$ cat src/design/lpdac_pkg.sv
package lpdac_pkg;
  // ---------------------------------------------------------------
  // Register byte addresses
  // ---------------------------------------------------------------
  localparam logic [15:0] ADDR_REF_BUF_CFG = 16'h2050;
  localparam logic [15:0] ADDR_CODE_DATA = 16'h2120;
  localparam logic [15:0] ADDR_SW_CTRL = 16'h2124;
  localparam logic [15:0] ADDR_DAC_CFG = 16'h2128;
  localparam logic [15:0] ADDR_CM_MUX = 16'h235C;
  // ---------------------------------------------------------------
  // Field positions and widths
  // ---------------------------------------------------------------
  localparam int CFG_WIDTH = 7;
  localparam int CFG_SRC_BIT = 6;
  localparam int CFG_MODE_BIT = 5;
  localparam int CFG_ZERO_MUX_BIT = 4;
  localparam int CFG_BIAS_MUX_BIT = 3;
  localparam int CFG_REF_BIT = 2;
  localparam int CFG_PD_BIT = 1;
  localparam int CFG_WREN_BIT = 0;
  localparam int SW_WIDTH = 6;
  localparam int SW_OVR_BIT = 5;
  localparam int SW_COUNT = 5;
  localparam int DATA_WIDTH = 18;
  localparam int CODE12_LSB = 0;
  localparam int CODE6_LSB = 12;
  // ---------------------------------------------------------------
  // Reset values and switch patterns
  // ---------------------------------------------------------------
  localparam logic [CFG_WIDTH-1:0] CFG_RESET = 7'h02;
  localparam logic [SW_WIDTH-1:0] SW_RESET = 6'h00;
  localparam logic [DATA_WIDTH-1:0] DATA_RESET = 18'h00000;
  localparam logic [31:0] WORD_RESET = 32'h00000000;
  localparam logic [SW_COUNT-1:0] SW_NORMAL = 5'h0C;
  localparam logic [SW_COUNT-1:0] SW_DIAG = 5'h11;
  localparam logic [SW_COUNT-1:0] SW_ALL_OPEN = 5'h00;
  // ---------------------------------------------------------------
  // Data update latency
  // ---------------------------------------------------------------
  localparam int UPDATE_CYCLES = 10;
  localparam logic [3:0] UPDATE_LAST = 4'(UPDATE_CYCLES - 1);
endpackage

$ cat src/design/lpdac_regs.sv
// Added by the designer: the APB slave port.
`timescale 1ns/10ps
// Operation
// - Config bit 6 picks code source
// - Config bit 5 picks switch mode
// - Normal closes two,three; diagnostic zero,four
// - Override bit makes switches follow bits
// - Config bit 4 selects zero-node output
// - Config bit 3 selects bias-node output
// - Config bit 2 selects DAC reference
// - Power-down opens every switch; resets set
// - Write enable clear forces data zero
// - Config resets 0x2, upper bits reserved
// - Config and switch registers at offsets
// - Data register at offset, resets zero
// - Reference and mux registers, reset zero
// - Data holds 12-bit and 6-bit codes
// - Data update effective ten cycles later
module lpdac_regs
  import lpdac_pkg::*;
(
  input wire logic clk,
  input wire logic reset_n,
  input wire logic psel,
  input wire logic penable,
  input wire logic pwrite,
  input wire logic [15:0] paddr,
  input wire logic [31:0] pwdata,
  output logic [31:0] prdata,
  output logic pready,
  output logic pslverr,
  output logic code_source_select,
  output logic reference_select,
  output logic dac_power_down,
  output logic zero_node_mux_select,
  output logic bias_node_mux_select,
  output logic [SW_COUNT-1:0] output_switch,
  output logic [11:0] code12,
  output logic [5:0] code6,
  output logic [31:0] reference_buffer_config,
  output logic [31:0] common_mode_mux_select
);
  import lpdac_pkg::*;

  // ---------------------------------------------------------------
  // Register state
  // ---------------------------------------------------------------
  logic [CFG_WIDTH-1:0] cfg_ff;
  logic [SW_WIDTH-1:0] sw_ff;
  logic [DATA_WIDTH-1:0] data_ff;
  logic [DATA_WIDTH-1:0] pend_ff;
  logic [3:0] upd_cnt_ff;
  logic upd_busy_ff;
  logic [31:0] refbuf_ff;
  logic [31:0] cmmux_ff;
  logic [SW_COUNT-1:0] nxt_switch;
  logic [31:0] nxt_rdata;
  logic acc;
  logic wr;

  // Single-cycle access phase: the slave answers at the first access edge
  assign acc = psel && penable && pready;
  assign wr = acc && pwrite;

  function automatic logic hit(input logic [15:0] a, input logic [15:0] r);
    hit = (a == r);
  endfunction

  // ---------------------------------------------------------------
  // Configuration register
  // ---------------------------------------------------------------
  always_ff @(posedge clk or negedge reset_n)
  begin
    if (!reset_n)
      cfg_ff <= CFG_RESET;
    else if (wr && hit(paddr, ADDR_DAC_CFG))
      // software keeps mux bits equal; stored as written
      cfg_ff <= pwdata[CFG_WIDTH-1:0];
  end

  // ---------------------------------------------------------------
  // Switch control register
  // ---------------------------------------------------------------
  always_ff @(posedge clk or negedge reset_n)
  begin
    if (!reset_n)
      sw_ff <= SW_RESET;
    else if (wr && hit(paddr, ADDR_SW_CTRL))
      sw_ff <= pwdata[SW_WIDTH-1:0];
  end

  // ---------------------------------------------------------------
  // Data register with delayed update
  // ---------------------------------------------------------------
  // The written code is staged and lands UPDATE_CYCLES edges after the write
  always_ff @(posedge clk or negedge reset_n)
  begin
    if (!reset_n)
    begin
      pend_ff <= DATA_RESET;
      upd_busy_ff <= 1'b0;
      upd_cnt_ff <= 4'h0;
    end
    else if (wr && hit(paddr, ADDR_CODE_DATA) && cfg_ff[CFG_WREN_BIT])
    begin
      pend_ff <= pwdata[DATA_WIDTH-1:0];
      upd_busy_ff <= 1'b1;
      upd_cnt_ff <= 4'h0;
    end
    else if (upd_busy_ff)
    begin
      if (upd_cnt_ff == UPDATE_LAST)
        upd_busy_ff <= 1'b0;
      upd_cnt_ff <= upd_cnt_ff + 4'h1;
    end
  end

  always_ff @(posedge clk or negedge reset_n)
  begin
    if (!reset_n)
      data_ff <= DATA_RESET;
    else if (!cfg_ff[CFG_WREN_BIT])
      data_ff <= DATA_RESET;
    else if (upd_busy_ff && upd_cnt_ff == UPDATE_LAST)
      data_ff <= pend_ff;
  end

  // ---------------------------------------------------------------
  // Reference buffer and common-mode mux registers
  // ---------------------------------------------------------------
  always_ff @(posedge clk or negedge reset_n)
  begin
    if (!reset_n)
    begin
      refbuf_ff <= WORD_RESET;
      cmmux_ff <= WORD_RESET;
    end
    else
    begin
      if (wr && hit(paddr, ADDR_REF_BUF_CFG))
        refbuf_ff <= pwdata;
      if (wr && hit(paddr, ADDR_CM_MUX))
        cmmux_ff <= pwdata;
    end
  end

  // ---------------------------------------------------------------
  // Switch pattern
  // ---------------------------------------------------------------
  always_comb
  begin
    if (cfg_ff[CFG_PD_BIT])
      nxt_switch = SW_ALL_OPEN;
    else if (sw_ff[SW_OVR_BIT])
      nxt_switch = sw_ff[SW_COUNT-1:0];
    else if (cfg_ff[CFG_MODE_BIT])
      nxt_switch = SW_DIAG;
    else
      nxt_switch = SW_NORMAL;
  end

  // ---------------------------------------------------------------
  // Analog control outputs
  // ---------------------------------------------------------------
  always_ff @(posedge clk or negedge reset_n)
  begin
    if (!reset_n)
    begin
      output_switch <= SW_ALL_OPEN;
      code_source_select <= 1'b0;
      reference_select <= 1'b0;
      dac_power_down <= 1'b1;
      zero_node_mux_select <= 1'b0;
      bias_node_mux_select <= 1'b0;
      code12 <= 12'h000;
      code6 <= 6'h00;
      reference_buffer_config <= WORD_RESET;
      common_mode_mux_select <= WORD_RESET;
    end
    else
    begin
      output_switch <= nxt_switch;
      code_source_select <= cfg_ff[CFG_SRC_BIT];
      reference_select <= cfg_ff[CFG_REF_BIT];
      dac_power_down <= cfg_ff[CFG_PD_BIT];
      zero_node_mux_select <= cfg_ff[CFG_ZERO_MUX_BIT];
      bias_node_mux_select <= cfg_ff[CFG_BIAS_MUX_BIT];
      code12 <= data_ff[CODE12_LSB +: 12];
      code6 <= data_ff[CODE6_LSB +: 6];
      reference_buffer_config <= refbuf_ff;
      common_mode_mux_select <= cmmux_ff;
    end
  end

  // ---------------------------------------------------------------
  // APB read path
  // ---------------------------------------------------------------
  always_comb
  begin
    nxt_rdata = WORD_RESET;
    unique case (paddr)
      ADDR_DAC_CFG: nxt_rdata = {25'h0000000, cfg_ff};
      ADDR_SW_CTRL: nxt_rdata = {26'h0000000, sw_ff};
      ADDR_CODE_DATA: nxt_rdata = {14'h0000, data_ff};
      ADDR_REF_BUF_CFG: nxt_rdata = refbuf_ff;
      ADDR_CM_MUX: nxt_rdata = cmmux_ff;
      default: nxt_rdata = WORD_RESET;
    endcase
  end

  // Read data registered in setup so it is valid during the access phase
  always_ff @(posedge clk or negedge reset_n)
  begin
    if (!reset_n)
      prdata <= WORD_RESET;
    else if (psel && !penable && !pwrite)
      prdata <= nxt_rdata;
  end

  // pready high for one cycle in access phase; no wait states
  always_ff @(posedge clk or negedge reset_n)
  begin
    if (!reset_n)
      pready <= 1'b0;
    else
      pready <= psel && !penable;
  end

  // unmapped reads zero, writes dropped, no error signalled
  always_ff @(posedge clk or negedge reset_n)
  begin
    if (!reset_n)
      pslverr <= 1'b0;
    else
      pslverr <= 1'b0;
  end

  // A saturating age counter stands in for a long repetition, which the tools would unroll
  logic wr_armed_ff;
  logic [3:0] wr_age_ff;

  always_ff @(posedge clk or negedge reset_n)
  begin
    if (!reset_n)
    begin
      wr_armed_ff <= 1'b0;
      wr_age_ff <= 4'h0;
    end
    else if (wr && hit(paddr, ADDR_CODE_DATA) && cfg_ff[CFG_WREN_BIT])
    begin
      wr_armed_ff <= 1'b1;
      wr_age_ff <= 4'h0;
    end
    // Clearing write enable zeroes the data, so no landing is checked after it
    else if (!cfg_ff[CFG_WREN_BIT])
      wr_armed_ff <= 1'b0;
    else if (wr_armed_ff && wr_age_ff != 4'hF)
      wr_age_ff <= wr_age_ff + 4'h1;
  end
endmodule

$ cat config.mk
export PLATFORM = sky130hd
export DESIGN_NAME = lpdac_regs
export DESIGN_NICKNAME = d
export VERILOG_FILES = /design/src/design/lpdac_pkg.sv /design/src/design/lpdac_regs.sv
export SDC_FILE = /design/constraint.sdc
export NUM_CORES = 1
export LEC_CHECK = 0
export BUFFER_PORTS_ARGS = -buffer_cell sky130_fd_sc_hd__buf_4
export CAP_MARGIN = 25
export CORE_MARGIN = 2
export CORE_UTILIZATION = 45
export CTS_CLUSTER_DIAMETER = 80
export DETAILED_ROUTE_END_ITERATION = 10
export MAX_ROUTING_LAYER = met4
export PLACE_DENSITY_LB_ADDON = 0.25
export SLEW_MARGIN = 20
export SYNTH_ARGS = -nofsm -noshare
export SYNTH_HDL_FRONTEND = slang
export SYNTH_SLANG_ARGS = --single-unit
$ cat constraint.sdc
create_clock -name clk -period 2.3 [get_ports clk]
set_clock_uncertainty 0.05 [all_clocks]
set_input_delay 0.23 -clock clk [delete_from_list [all_inputs] [get_ports clk]]
set_output_delay 0.23 -clock clk [all_outputs]
set_load 0.03 [all_outputs]
==> results of run 1 <==
report_power, final:
part | total [mW] | internal (mW) | switching, mW
Sequential | 4.36 | 4.32 | 0.0339
Clock | 3.85 | 2.26 | 1.59
Combinational | 0.552 | 0.222 | 0.330
cells in the final DEF, fill, tap and decap left out, types with 3 or more instances in the layout:
master	count
clkbuf_1	4
a21boi_0	18
a31oi_1	17
clkinv_2	5
nand4_1	3
nand3_1	22
a32oi_1	15
clkbuf_8	7
o21ai_0	14
mux2_4	15
mux2i_1	7
nor2_1	29
nand2_1	56
a22oi_1	8
clkbuf_16	26
dfrtp_1	241
mux2_1	32
nor2b_1	4
o2bb2ai_1	6
dlygate4sd3_1	35
mux2_2	48
buf_4	186
buf_12	10
a21oi_1	21
per-stage QoR:
stage | worst slack (ns) | util | instances | hold slack [ns] | area, µm²
detailed placement | -0.0145 | 0.550 | 1059 | 0.238 | 10700
finish | 0.0126 | 0.612 | 1140 | 0.125 | 11900
floorplan | 0.111 | - | 640 | -0.116 | 9000
global placement | 0.0244 | 0.550 | 1059 | 0.235 | 10700
global route | -0.0362 | 0.612 | 1140 | 0.127 | 11900
CTS | 0.0256 | 0.608 | 1137 | 0.116 | 11900
sequential cells by signal, indices dropped and copies added (netlist names), 4 cells and up:
| register | count |
|---|---|
| pend_ff | 18 |
| data_ff | 18 |
| upd_cnt_ff | 4 |
| common_mode_mux_select | 32 |
| cmmux_ff | 32 |
| sw_ff | 6 |
| cfg_ff | 7 |
| prdata | 32 |
| refbuf_ff | 32 |
| code6 | 6 |
| reference_buffer_config | 32 |
| code12 | 12 |
| output_switch | 5 |
area by class of cell:
class,instances,share of cell area
Tap cell,265,0.0278
Sequential cell,243,0.509
Clock inverter,8,0.00660
Clock buffer,35,0.0596
Multi-Input combinational cell,352,0.227
Timing Repair Buffer,235,0.169
Inverter,2,0.000629
layer usage:
metal | up-vias | track usage
li1 | 2696 | -
met1 | 3076 | 0.298
met2 | 211 | 0.339
met3 | 27 | 0.0370
met4 | 0 | 0.0446
met5 | - | -
worst max path at each step:
stage,start,end,slack (ns),depth (start not counted)
after floorplan,pready,pend_ff[10],0.11,5
after global placement,paddr[1],pend_ff[17],0.02,6
after detailed placement,paddr[1],pend_ff[0],-0.01,6
after CTS,pready,pend_ff[17],0.03,6
after global routing,pready,pend_ff[17],-0.04,7
final,penable,pend_ff[1],0.01,9
timing repair:
action,in CTS,in global routing
endpoints found under the setup margin,0,23
gates resized for setup,0,2
setup buffers,0,1
hold buffers,35,0
endpoints found under the hold margin,177,0
cell families after synthesis:
logic type | after synthesis
AO/OA/AOI/OAI | 104
AND/OR/NAND/NOR | 140
other | 1
adder cells (fa/ha/maj) | 2
flip-flops | 243
buffers and inverters | 45
multiplexers | 102
XOR/XNOR | 3
critical path: cells and delay by family:
kind                   cells  cell delay (ns)
buffers and inverters      5             1.20
multiplexers               1             0.33
AND/OR/NAND/NOR            3             0.87
==> summary.txt, run 1 <==
Finish
  • Register area: 6080 µm²
  • Final net count: 913
  • Filler cells: 1520
  • # diodes: 0
  • Layout cells sized above 1: 0.368
  • Layout Area Growth over Synthesis: 32.7%
  • Multi-input gate area: 2710 µm²

STA
  • Max-slew headroom: 0.544
  • Setup TNS: 0 ns
  • Final period util: 0.995
  • Minimum clock period: 2.29 ns
  • F_max: 437 MHz
  • Final slew viol count: 0
  • Final Hold Viols: 0
  • Final setup fails: 0
  • Least-Margin Pin Slew: 0.683 ns

Setup path
  • Slowest stage delay, CP: 0.53 ns
  • Worst Path Class, Setup: in2reg
  • Setup slack, reg-to-reg: 0.03 ns
  • WP data arrival: 2.64 ns
  • R2r worst-path depth: 7
  • Worst R2R End: pend_ff[1]
  • Critical Path Fanout Max: 6
  • CP max-delay cell: dlygate4sd3_1
  • Critical R2R Launch: pready
  • CP dominant cell by count: buf_4
  • Startpoint Class: input pin
  • CP Data Required Time: 2.66 ns
  • Setup crit end kind: flip-flop
  • Cells along the critical path: dlygate4sd3_1 > buf_4 > nand4_1 > buf_6 > or4_4 > nor4b_4 > buf_4 > clkbuf_16 > mux2_2

Placement
  • I/O Buffers: 177
  • GP Congestion: 0.901
  • DP Wirelength: 14.2 mm

Routing
  • DRC errors left: 0
  • DR WL met2: 10.7 mm
  • Drt wl/cell: 19.7 µm
  • Iteration-0 DRC Markers: 238
  • Routed WL: 22.4 mm
  • Routed vias: 6010
  • Vias per inst: 5.27
  • Met3 wire len: 1.31 mm
  • Top Layer Used: met4
  • M1 wire length: 10.1 mm
  • Final ANT Viol Nets: 0
  • DRT Pass-1 Iters: 4

Yosys
  • Proportion of synthesized area in mux cells: 0.133
  • Fraction of the mapped netlist area in adder cells: 0.00278
  • Seq/Total Area, Yosys: 0.676
  • Post-synth cell types: 50
  • Mapped Area: 9000 µm²
  • EDFF count, synth: 0
  • Number of synthesis warnings: 0
  • Post-synthesis net count: 695
  • Top cells by count, synth: dfrtp_1 (241), nand2_1 (56), mux2_2 (48), mux2_1 (32), nor2_1 (30)
  • Post-synthesis cell count: 640
  • Simple-gate portion of the synthesized area: 0.0812
  • Dominant cell by count in the synthesized netlist: dfrtp_1
  • Top cell type's share of synthesized area: 0.670
  • Leading area contributor after synthesis: dfrtp_1
  • Compound-Gate Fraction of Synth Area: 0.0780
  • Post-Synth XOR/XNOR Area: 0.00292
  • Asr flop ratio synth: 1.00
  • Dominant synthesized flop cell: dfrtp_1
  • Synth Register Bits: 243
  • Combinational family with the most area after synthesis: multiplexers
  • Avg Cell Area, Syn: 14.1 µm²
  • Synth top area cells: dfrtp_1 (67%), mux2_2 (6.0%), mux2_1 (4.0%)

Floorplan
  • Row count: 51
  • Starting Density: 0.461
  • Core ar.: 19500 µm²
  • Die W: 145 µm
  • Top-Level Pins: 179
  • Die Area: 21100 µm²
  • Vert. Die Dim: 145 µm

Hold path
  • Worst Hold Launch: paddr[5]
  • HP Class: in2reg
  • Hold path cells: 4
  • Worst Hold Path EP: prdata[6]

Global routing
  • Initial antenna violation count: 0
  • Number of global-route vias before repair: 6381
  • GRT Residual Overflow: 0
  • Largest net degree at the start of global routing: 87
  • GR Util All Layers: 0.215
  • First-pass GRT wire length: 35.4 mm

Clock tree
  • Sink Count: 243
  • Clock buffer count from CTS: 24
  • Clock root cell: clkbuf_16
  • CTS HTree Levels: 1
  • Clk_lat worst skew: 0.52 ns
  • Clock buffer depth: 3
  • Clock transition at the registers of the reported paths: 0.06 ns
  • CTS tree: built

Run status
  • Outcome: finished clean

Pwr
  • Maximum vdd ir drop: 0.416 mV
  • PD cells: 733 nW/µm²
  • Total power: 8.76 mW
  • Leakage: 5.90 nW

Flow run
  • Max cap viols: 0
Power figures use the tool's default switching activity.
==> run 2, diff against run 1 <==
--- a/config.mk
+++ b/config.mk
@@ -5,10 +5,10 @@
 export SDC_FILE = /design/constraint.sdc
 export NUM_CORES = 1
 export LEC_CHECK = 0
-export BUFFER_PORTS_ARGS = -buffer_cell sky130_fd_sc_hd__buf_4
+export BUFFER_PORTS_ARGS = -buffer_cell sky130_fd_sc_hd__buf_2
 export CAP_MARGIN = 25
 export CORE_MARGIN = 2
-export CORE_UTILIZATION = 45
+export CORE_UTILIZATION = 40
 export CTS_CLUSTER_DIAMETER = 80
 export DETAILED_ROUTE_END_ITERATION = 10
 export MAX_ROUTING_LAYER = met4
==> run 2 against run 1 <==
Combinational power down 11%. Die area is 12% higher. Hold slack better by 0.011 ns. Final cell count up 1.8%. Wire length shrank 1.5%. Critical path type unchanged. Clock-buffer cell count up 2. First-iteration DRC count up 42%. Fmax rose by 5.5%. Largest cell class unchanged. Highest routed layer unchanged. Setup slack better by 0.12 ns. Global-route usage down 2.3 points.
==> summary.txt, run 2 (synthesis gave the netlist of run 1 again) <==
Placement
  • GP Congestion: 0.763 (was 0.901)
  • Placed Area: 10300 µm² (was 10700 µm²)
  • DP Wirelength: 14.2 mm (about the same)
  • I/O Buffers: 177 (unchanged)

Setup path
  • Setup slack, reg-to-reg: 0.14 ns (was 0.03 ns)
  • Setup crit end kind: flip-flop (unchanged)
  • R2r worst-path depth: 5 (was 7)
  • Critical Path Fanout Max: 17 (was 6)
  • Worst Path Class, Setup: in2reg (unchanged)
  • CP Data Required Time: 2.65 ns (was 2.66 ns)
  • Critical R2R Launch: pready (unchanged)
  • Worst R2R End: pend_ff[17] (was pend_ff[1])
  • WP data arrival: 2.52 ns (was 2.64 ns)
  • Startpoint Class: input pin (unchanged)

STA
  • Final slew viol count: 0 (unchanged)
  • Minimum clock period: 2.17 ns (was 2.29 ns)
  • Setup TNS: 0 ns (unchanged)
  • Max-slew headroom: 0.640 (was 0.544)
  • Final period util: 0.942 (was 0.995)
  • Hold slack: 0.136 ns (was 0.125 ns)
  • Final setup fails: 0 (unchanged)
  • Final Hold Viols: 0 (unchanged)
  • F_max: 461 MHz (was 437 MHz)
  • RSZ-0062 raised after global routing: no
  • Least-Margin Pin Slew: 0.540 ns (was 0.683 ns)

Finish
  • Layout Area Growth over Synthesis: 28.7% (was 32.7%)
  • Post-layout util: 0.527 (was 0.612)
  • Filler cells: 1892 (was 1520)
  • Most common cell after layout, fill and taps aside: dfrtp_1 (unchanged)
  • # diodes: 0 (unchanged)
  • Register area: 6080 µm² (unchanged)
  • Finished Cell Area: 11600 µm² (was 11900 µm²)
  • Final net count: 917 (was 913)
  • Layout cells sized above 1: 0.370 (was 0.368)
  • Multi-input gate area: 2700 µm² (was 2710 µm²)
  • Most frequent cells in the layout: dfrtp_1 (241), buf_2 (176), nand2_1 (56) (was dfrtp_1 (241), buf_4 (186), nand2_1 (56))

Pwr
  • PD cells: 792 nW/µm² (was 733 nW/µm²)
  • Maximum vdd ir drop: 0.437 mV (was 0.416 mV)
  • Combinational share of power: 0.053 (was 0.063)
  • Leakage: 5.90 nW (about the same)
  • Reg power frac: 0.475 (was 0.497)
  • Sw frac: 0.219 (was 0.223)
  • Clock power frac: 0.472 (was 0.440)
  • Psw: 2.01 mW (was 1.95 mW)
  • Total power: 9.17 mW (was 8.76 mW)
  • Internal power: 7.16 mW (was 6.80 mW)

Hold path
  • Hold path cells: 4 (unchanged)
  • Worst Hold Launch: paddr[5] (unchanged)
  • HP Class: in2reg (unchanged)
  • Worst Hold Path EP: prdata[6] (unchanged)

Global routing
  • GR peak layer: met2 (unchanged)
  • Met2 GRT Util: 0.291 (was 0.339)
  • GR Util All Layers: 0.192 (was 0.215)
  • Largest net degree at the start of global routing: 70 (was 87)
  • Number of global-route vias before repair: 5908 (was 6381)
  • Initial antenna violation count: 0 (unchanged)
  • Met3 Use GR: 0.0265 (was 0.0370)
  • Met1 usage: 0.279 (was 0.298)
  • GRT Residual Overflow: 0 (unchanged)
  • First-pass GRT wire length: 34.9 mm (was 35.4 mm)

Clock tree
  • Clock buffer depth: 3 (unchanged)
  • Clock root cell: clkbuf_16 (unchanged)
  • Clock transition at the registers of the reported paths: 0.06 ns (about the same)
  • Clk_lat worst skew: 0.52 ns (about the same)
  • CTS HTree Levels: 1 (unchanged)
  • CTS tree: built (unchanged)
  • Clock buffer count from CTS: 26 (was 24)
  • Sink Count: 243 (unchanged)

Floorplan
  • Starting Density: 0.410 (was 0.461)
  • Vert. Die Dim: 154 µm (was 145 µm)
  • Row count: 54 (was 51)
  • Core ar.: 22000 µm² (was 19500 µm²)
  • Die W: 154 µm (was 145 µm)
  • Die Area: 23700 µm² (was 21100 µm²)
  • Top-Level Pins: 179 (unchanged)

Flow run
  • Max cap viols: 0 (unchanged)

Routing
  • Routed vias: 5908 (was 6010)
  • Drt wl/cell: 19.0 µm (was 19.7 µm)
  • Final ANT Viol Nets: 0 (unchanged)
  • Routed WL: 22.1 mm (was 22.4 mm)
  • DRT Pass-1 Iters: 6 (was 4)
  • Iteration-0 DRC Markers: 337 (was 238)
  • Vias per inst: 5.09 (was 5.27)
  • DRC errors left: 0 (unchanged)

Run status
  • Outcome: finished clean (unchanged)
==> run 2: cell types whose count changed in the layout (fill, tap and decap cells not counted), moves of 2 or more <==
cell       delta
buf_2       +176
buf_4       -169
buf_12        -2
bufinv_16     +2
==> run 2: critical path: stages <==
cell and delay (ns):
dlygate4sd3_1 0.53, buf_2 0.11, nand4_1 0.21, or4_1 0.55, nor4b_4 0.32, buf_12 0.22, mux2_2 0.35
==> run 2: timing repair <==
| item | 4_1_cts | 5_1_grt |
|---|---|---|
| hold buffers | 35 | 0 |
| hold endpoints to repair | 152 | 0 |
| setup buffers | 0 | 0 |
| gates resized for setup | 0 | 0 |
==> run 2: area by class of cell <==
| class | instances | share of cell area |
|---|---|---|
| timing repair buffer | 237 | 0.132 |
| tap | 280 | 0.0303 |
| multi-input combinational | 352 | 0.233 |
| inverter | 2 | 0.000648 |
| clock inverter | 10 | 0.0113 |
| clock buffer | 37 | 0.0668 |
| sequential | 243 | 0.525 |
==> run 2: power groups by stage <==
stage | clock network [mW] | logic, mW | registers (mW)
global route | 4.62 | 0.536 | 4.36
detailed placement | 0 | 0.452 | 4.43
CTS | 4.41 | 0.499 | 4.35
global placement | 0 | 0.449 | 4.43
finish | 4.32 | 0.491 | 4.35
floorplan | 0 | 0.0909 | 4.52
==> run 2: how the worst max path moves through the flow <==
| stage | endpoint | start | slack [ns] |
|---|---|---|---|
| final | pend_ff[17] | penable | 0.13 |
| after global routing | pend_ff[17] | pready | 0.03 |
| after CTS | pend_ff[17] | pready | 0.08 |
| after detailed placement | pend_ff[1] | paddr[1] | -0.006 |
| after global placement | pend_ff[1] | paddr[1] | 0.02 |
| after floorplan | pend_ff[10] | pready | 0.11 |
==> run 2: metrics by stage <==
step | instances | setup WS (ns)
after floorplan | 640 | 0.111
after global placement | 1079 | 0.0234
after detailed placement | 1079 | -0.00573
after CTS | 1161 | 0.0808
after global routing | 1161 | 0.0285
final | 1161 | 0.132
==> run 2: metal layers <==
metal	part of all wire	vias to the layer above
met4	0.017	0
met1	0.48	2983
met3	0.050	34
met5	0	-
met2	0.46	183
li1	-	2708
==> run 3, diff against run 2 <==
--- a/config.mk
+++ b/config.mk
@@ -7,12 +7,13 @@
 export LEC_CHECK = 0
 export BUFFER_PORTS_ARGS = -buffer_cell sky130_fd_sc_hd__buf_2
 export CAP_MARGIN = 25
-export CORE_MARGIN = 2
+export CORE_MARGIN = 5
 export CORE_UTILIZATION = 40
 export CTS_CLUSTER_DIAMETER = 80
 export DETAILED_ROUTE_END_ITERATION = 10
 export MAX_ROUTING_LAYER = met4
 export PLACE_DENSITY_LB_ADDON = 0.25
+export RECOVER_POWER = 50
 export SLEW_MARGIN = 20
 export SYNTH_ARGS = -nofsm -noshare
 export SYNTH_HDL_FRONTEND = slang
==> constraint.sdc (replaced) <==
create_clock -name clk -period 2.3 [get_ports clk]
set_clock_uncertainty 0.05 [all_clocks]
set_input_delay 0.23 -clock clk [delete_from_list [all_inputs] [get_ports clk]]
set_output_delay 0.23 -clock clk [all_outputs]
set_load 0.05 [all_outputs]
==> run 3 against run 2 <==
The flow now finishes with violations (capacitance limit, slew limit). Final cell count is the same. Register-to-register slack lost 0.02 ns. Fmax shrank 0.54%. Non-clock buffer count grew 2. Total power shrank 5.6%. Clock-buffer cell count is the same. Critical path depth shrank 1. Critical endpoint unchanged. Highest routed layer unchanged.
==> summary.txt, run 3 (synthesis gave the netlist of run 1 again) <==
Placement
  • Placed Area: 10400 µm² (was 10300 µm²)
  • Placed insts: 1081 (was 1079)
  • I/O Buffers: 177 (unchanged)
  • GP Congestion: 0.787 (was 0.763)
  • DP Wirelength: 14.8 mm (was 14.2 mm)
  • DP Worst Slack: 0.00959 ns (was -0.00573 ns)

Finish
  • # diodes: 0 (unchanged)
  • Layout cells sized above 1: 0.365 (was 0.370)
  • Most common cell after layout, fill and taps aside: dfrtp_1 (unchanged)
  • Layout Area Growth over Synthesis: 27.1% (was 28.7%)
  • Post-layout util: 0.521 (was 0.527)
  • Final net count: 918 (was 917)
  • Post-layout instance count excluding filler cells: 1161 (unchanged)
  • Most frequent cells in the layout: dfrtp_1 (240), buf_2 (176), nand2_1 (56) (was dfrtp_1 (241), buf_2 (176), nand2_1 (56))
  • Finished Cell Area: 11400 µm² (was 11600 µm²)
  • Filler cells: 1879 (was 1892)

Global routing
  • Initial antenna violation count: 0 (unchanged)
  • Number of global-route vias before repair: 6307 (was 5908)
  • GR peak layer: met2 (unchanged)
  • Met1 usage: 0.262 (was 0.279)
  • Met2 GRT Util: 0.271 (was 0.291)
  • GRT Residual Overflow: 0 (unchanged)
  • First-pass GRT wire length: 36.5 mm (was 34.9 mm)
  • GR Util All Layers: 0.181 (was 0.192)
  • Largest net degree at the start of global routing: 66 (was 70)
  • Met3 Use GR: 0.0369 (was 0.0265)

Setup path
  • Cells along the critical path: nand4_1 > buf_4 > or4_1 > nor4b_4 > buf_12 > mux2_2 (was dlygate4sd3_1 > buf_2 > nand4_1 > or4_1 > nor4b_4 > buf_12 > mux2_2)
  • CP startpoint: pready (was penable)
  • Startpoint Class: flip-flop (was input pin)
  • Top delay family on crit path: simple AND/OR/NAND/NOR gates (unchanged)
  • Critical Path Fanout Max: 23 (was 17)
  • WP data arrival: 2.52 ns (about the same)
  • CP Data Required Time: 2.64 ns (was 2.65 ns)
  • Levels on crit path: 6 (was 7)
  • Worst Path Buf+Inv: 2 (was 3)
  • Critical R2R Launch: pready (unchanged)
  • Setup slack, reg-to-reg: 0.12 ns (was 0.14 ns)
  • Slowest stage delay, CP: 0.49 ns (was 0.55 ns)
  • CP max-delay cell: or4_1 (unchanged)
  • R2r worst-path depth: 6 (was 5)
  • Setup crit end kind: flip-flop (unchanged)
  • Worst setup path endpoint: pend_ff[17] (unchanged)
  • Worst Path Class, Setup: reg2reg (was in2reg)
  • Worst R2R End: pend_ff[17] (unchanged)

Routing
  • Drt wl/cell: 19.3 µm (was 19.0 µm)
  • Routed WL: 22.4 mm (was 22.1 mm)
  • DRC errors left: 0 (unchanged)
  • DRT Pass-1 Iters: 4 (was 6)
  • Final ANT Viol Nets: 0 (unchanged)
  • Vias per inst: 5.09 (about the same)
  • Routed vias: 5905 (was 5908)
  • Iteration-0 DRC Markers: 320 (was 337)

STA
  • Setup TNS: 0 ns (unchanged)
  • Max-slew headroom: -0.169 (was 0.640)
  • Minimum clock period: 2.18 ns (was 2.17 ns)
  • Least-Margin Pin Slew: 1.75 ns (was 0.540 ns)
  • Final slew viol count: 65 (was 0)
  • Final setup fails: 0 (unchanged)
  • Final period util: 0.948 (was 0.942)
  • F_max: 459 MHz (was 461 MHz)
  • Final Hold Viols: 0 (unchanged)
  • Hold slack: 0.117 ns (was 0.136 ns)
  • RSZ-0062 raised after global routing: no (unchanged)
  • Setup WS post-layout: 0.121 ns (was 0.132 ns)

Run status
  • Outcome: finished with violations (was finished clean)
  • Failing checks: capacitance limit, slew limit

Floorplan
  • Die W: 160 µm (was 154 µm)
  • Row count: 54 (unchanged)
  • Die Area: 25600 µm² (was 23700 µm²)
  • Core ar.: 22000 µm² (unchanged)
  • Vert. Die Dim: 160 µm (was 154 µm)
  • Starting Density: 0.410 (unchanged)
  • Top-Level Pins: 179 (unchanged)

Clock tree
  • Sink Count: 243 (unchanged)
  • CTS tree: built (unchanged)
  • Clock root cell: clkbuf_16 (unchanged)
  • Clock buffer depth: 3 (unchanged)
  • Post-CTS sizing: 0 (unchanged)
  • Hold_buf cts: 35 (unchanged)
  • Clock buffer count from CTS: 25 (was 26)
  • CTS HTree Levels: 1 (unchanged)
  • Clock transition at the registers of the reported paths: 0.06 ns (about the same)
  • Number of post-CTS setup repair buffers: 0 (unchanged)
  • Clk_lat worst skew: 0.52 ns (about the same)

Pwr
  • Leakage: 5.83 nW (was 5.90 nW)
  • Maximum vdd ir drop: 0.419 mV (was 0.437 mV)
  • PD cells: 757 nW/µm² (was 792 nW/µm²)
  • Total power: 8.66 mW (was 9.17 mW)

Flow run
  • Max cap viols: 1 (was 0)

Hold path
  • HP Class: in2reg (unchanged)
-- run 3: cell types whose count changed in the layout (fill, tap and decap cells not counted), sizes merged --
cell    change
buf         +1
bufinv      -3
clkbuf      +1
clkinv      +1
-- run 3: worst reg2reg max path: stages (launching register included) --
cell and delay (ns):
dfrtp_2 0.35, nand4_1 0.10, buf_4 0.18, or4_1 0.50
nor4b_4 0.29, buf_12 0.24, mux2_2 0.35
-- run 3: final cells by class --
type	instances	area, µm²	area share
inverter	2	7.51	0.000656
timing repair buffer	239	1530	0.134
tap	280	350	0.0306
clock buffer	37	711	0.0621
multi-input combinational	352	2700	0.236
sequential	243	6080	0.532
clock inverter	8	51.3	0.00449
-- run 3: worst min path at each step --
stage,start,end,cells after the start
after floorplan,reset_n,bias_node_mux_select,0
after global placement,reset_n,common_mode_mux_select[12],1
after detailed placement,reset_n,common_mode_mux_select[13],1
after CTS,paddr[2],prdata[6],4
after global routing,paddr[2],prdata[6],4
final,paddr[2],prdata[6],4
-- run 3: per-layer routing --
metal	share of wire	vias up
met5	0	-
met4	0.014	0
met3	0.054	25
met2	0.45	168
met1	0.48	2991
li1	-	2721
-- run 3: power by group --
group          total, mW  leakage [nW]  switching, mW  internal, mW
sequential          4.35          3.32         0.0298          4.32
clock               3.74         0.379           1.60          2.14
combinational      0.568          2.13          0.403         0.165
total               8.66          5.83           2.03          6.63
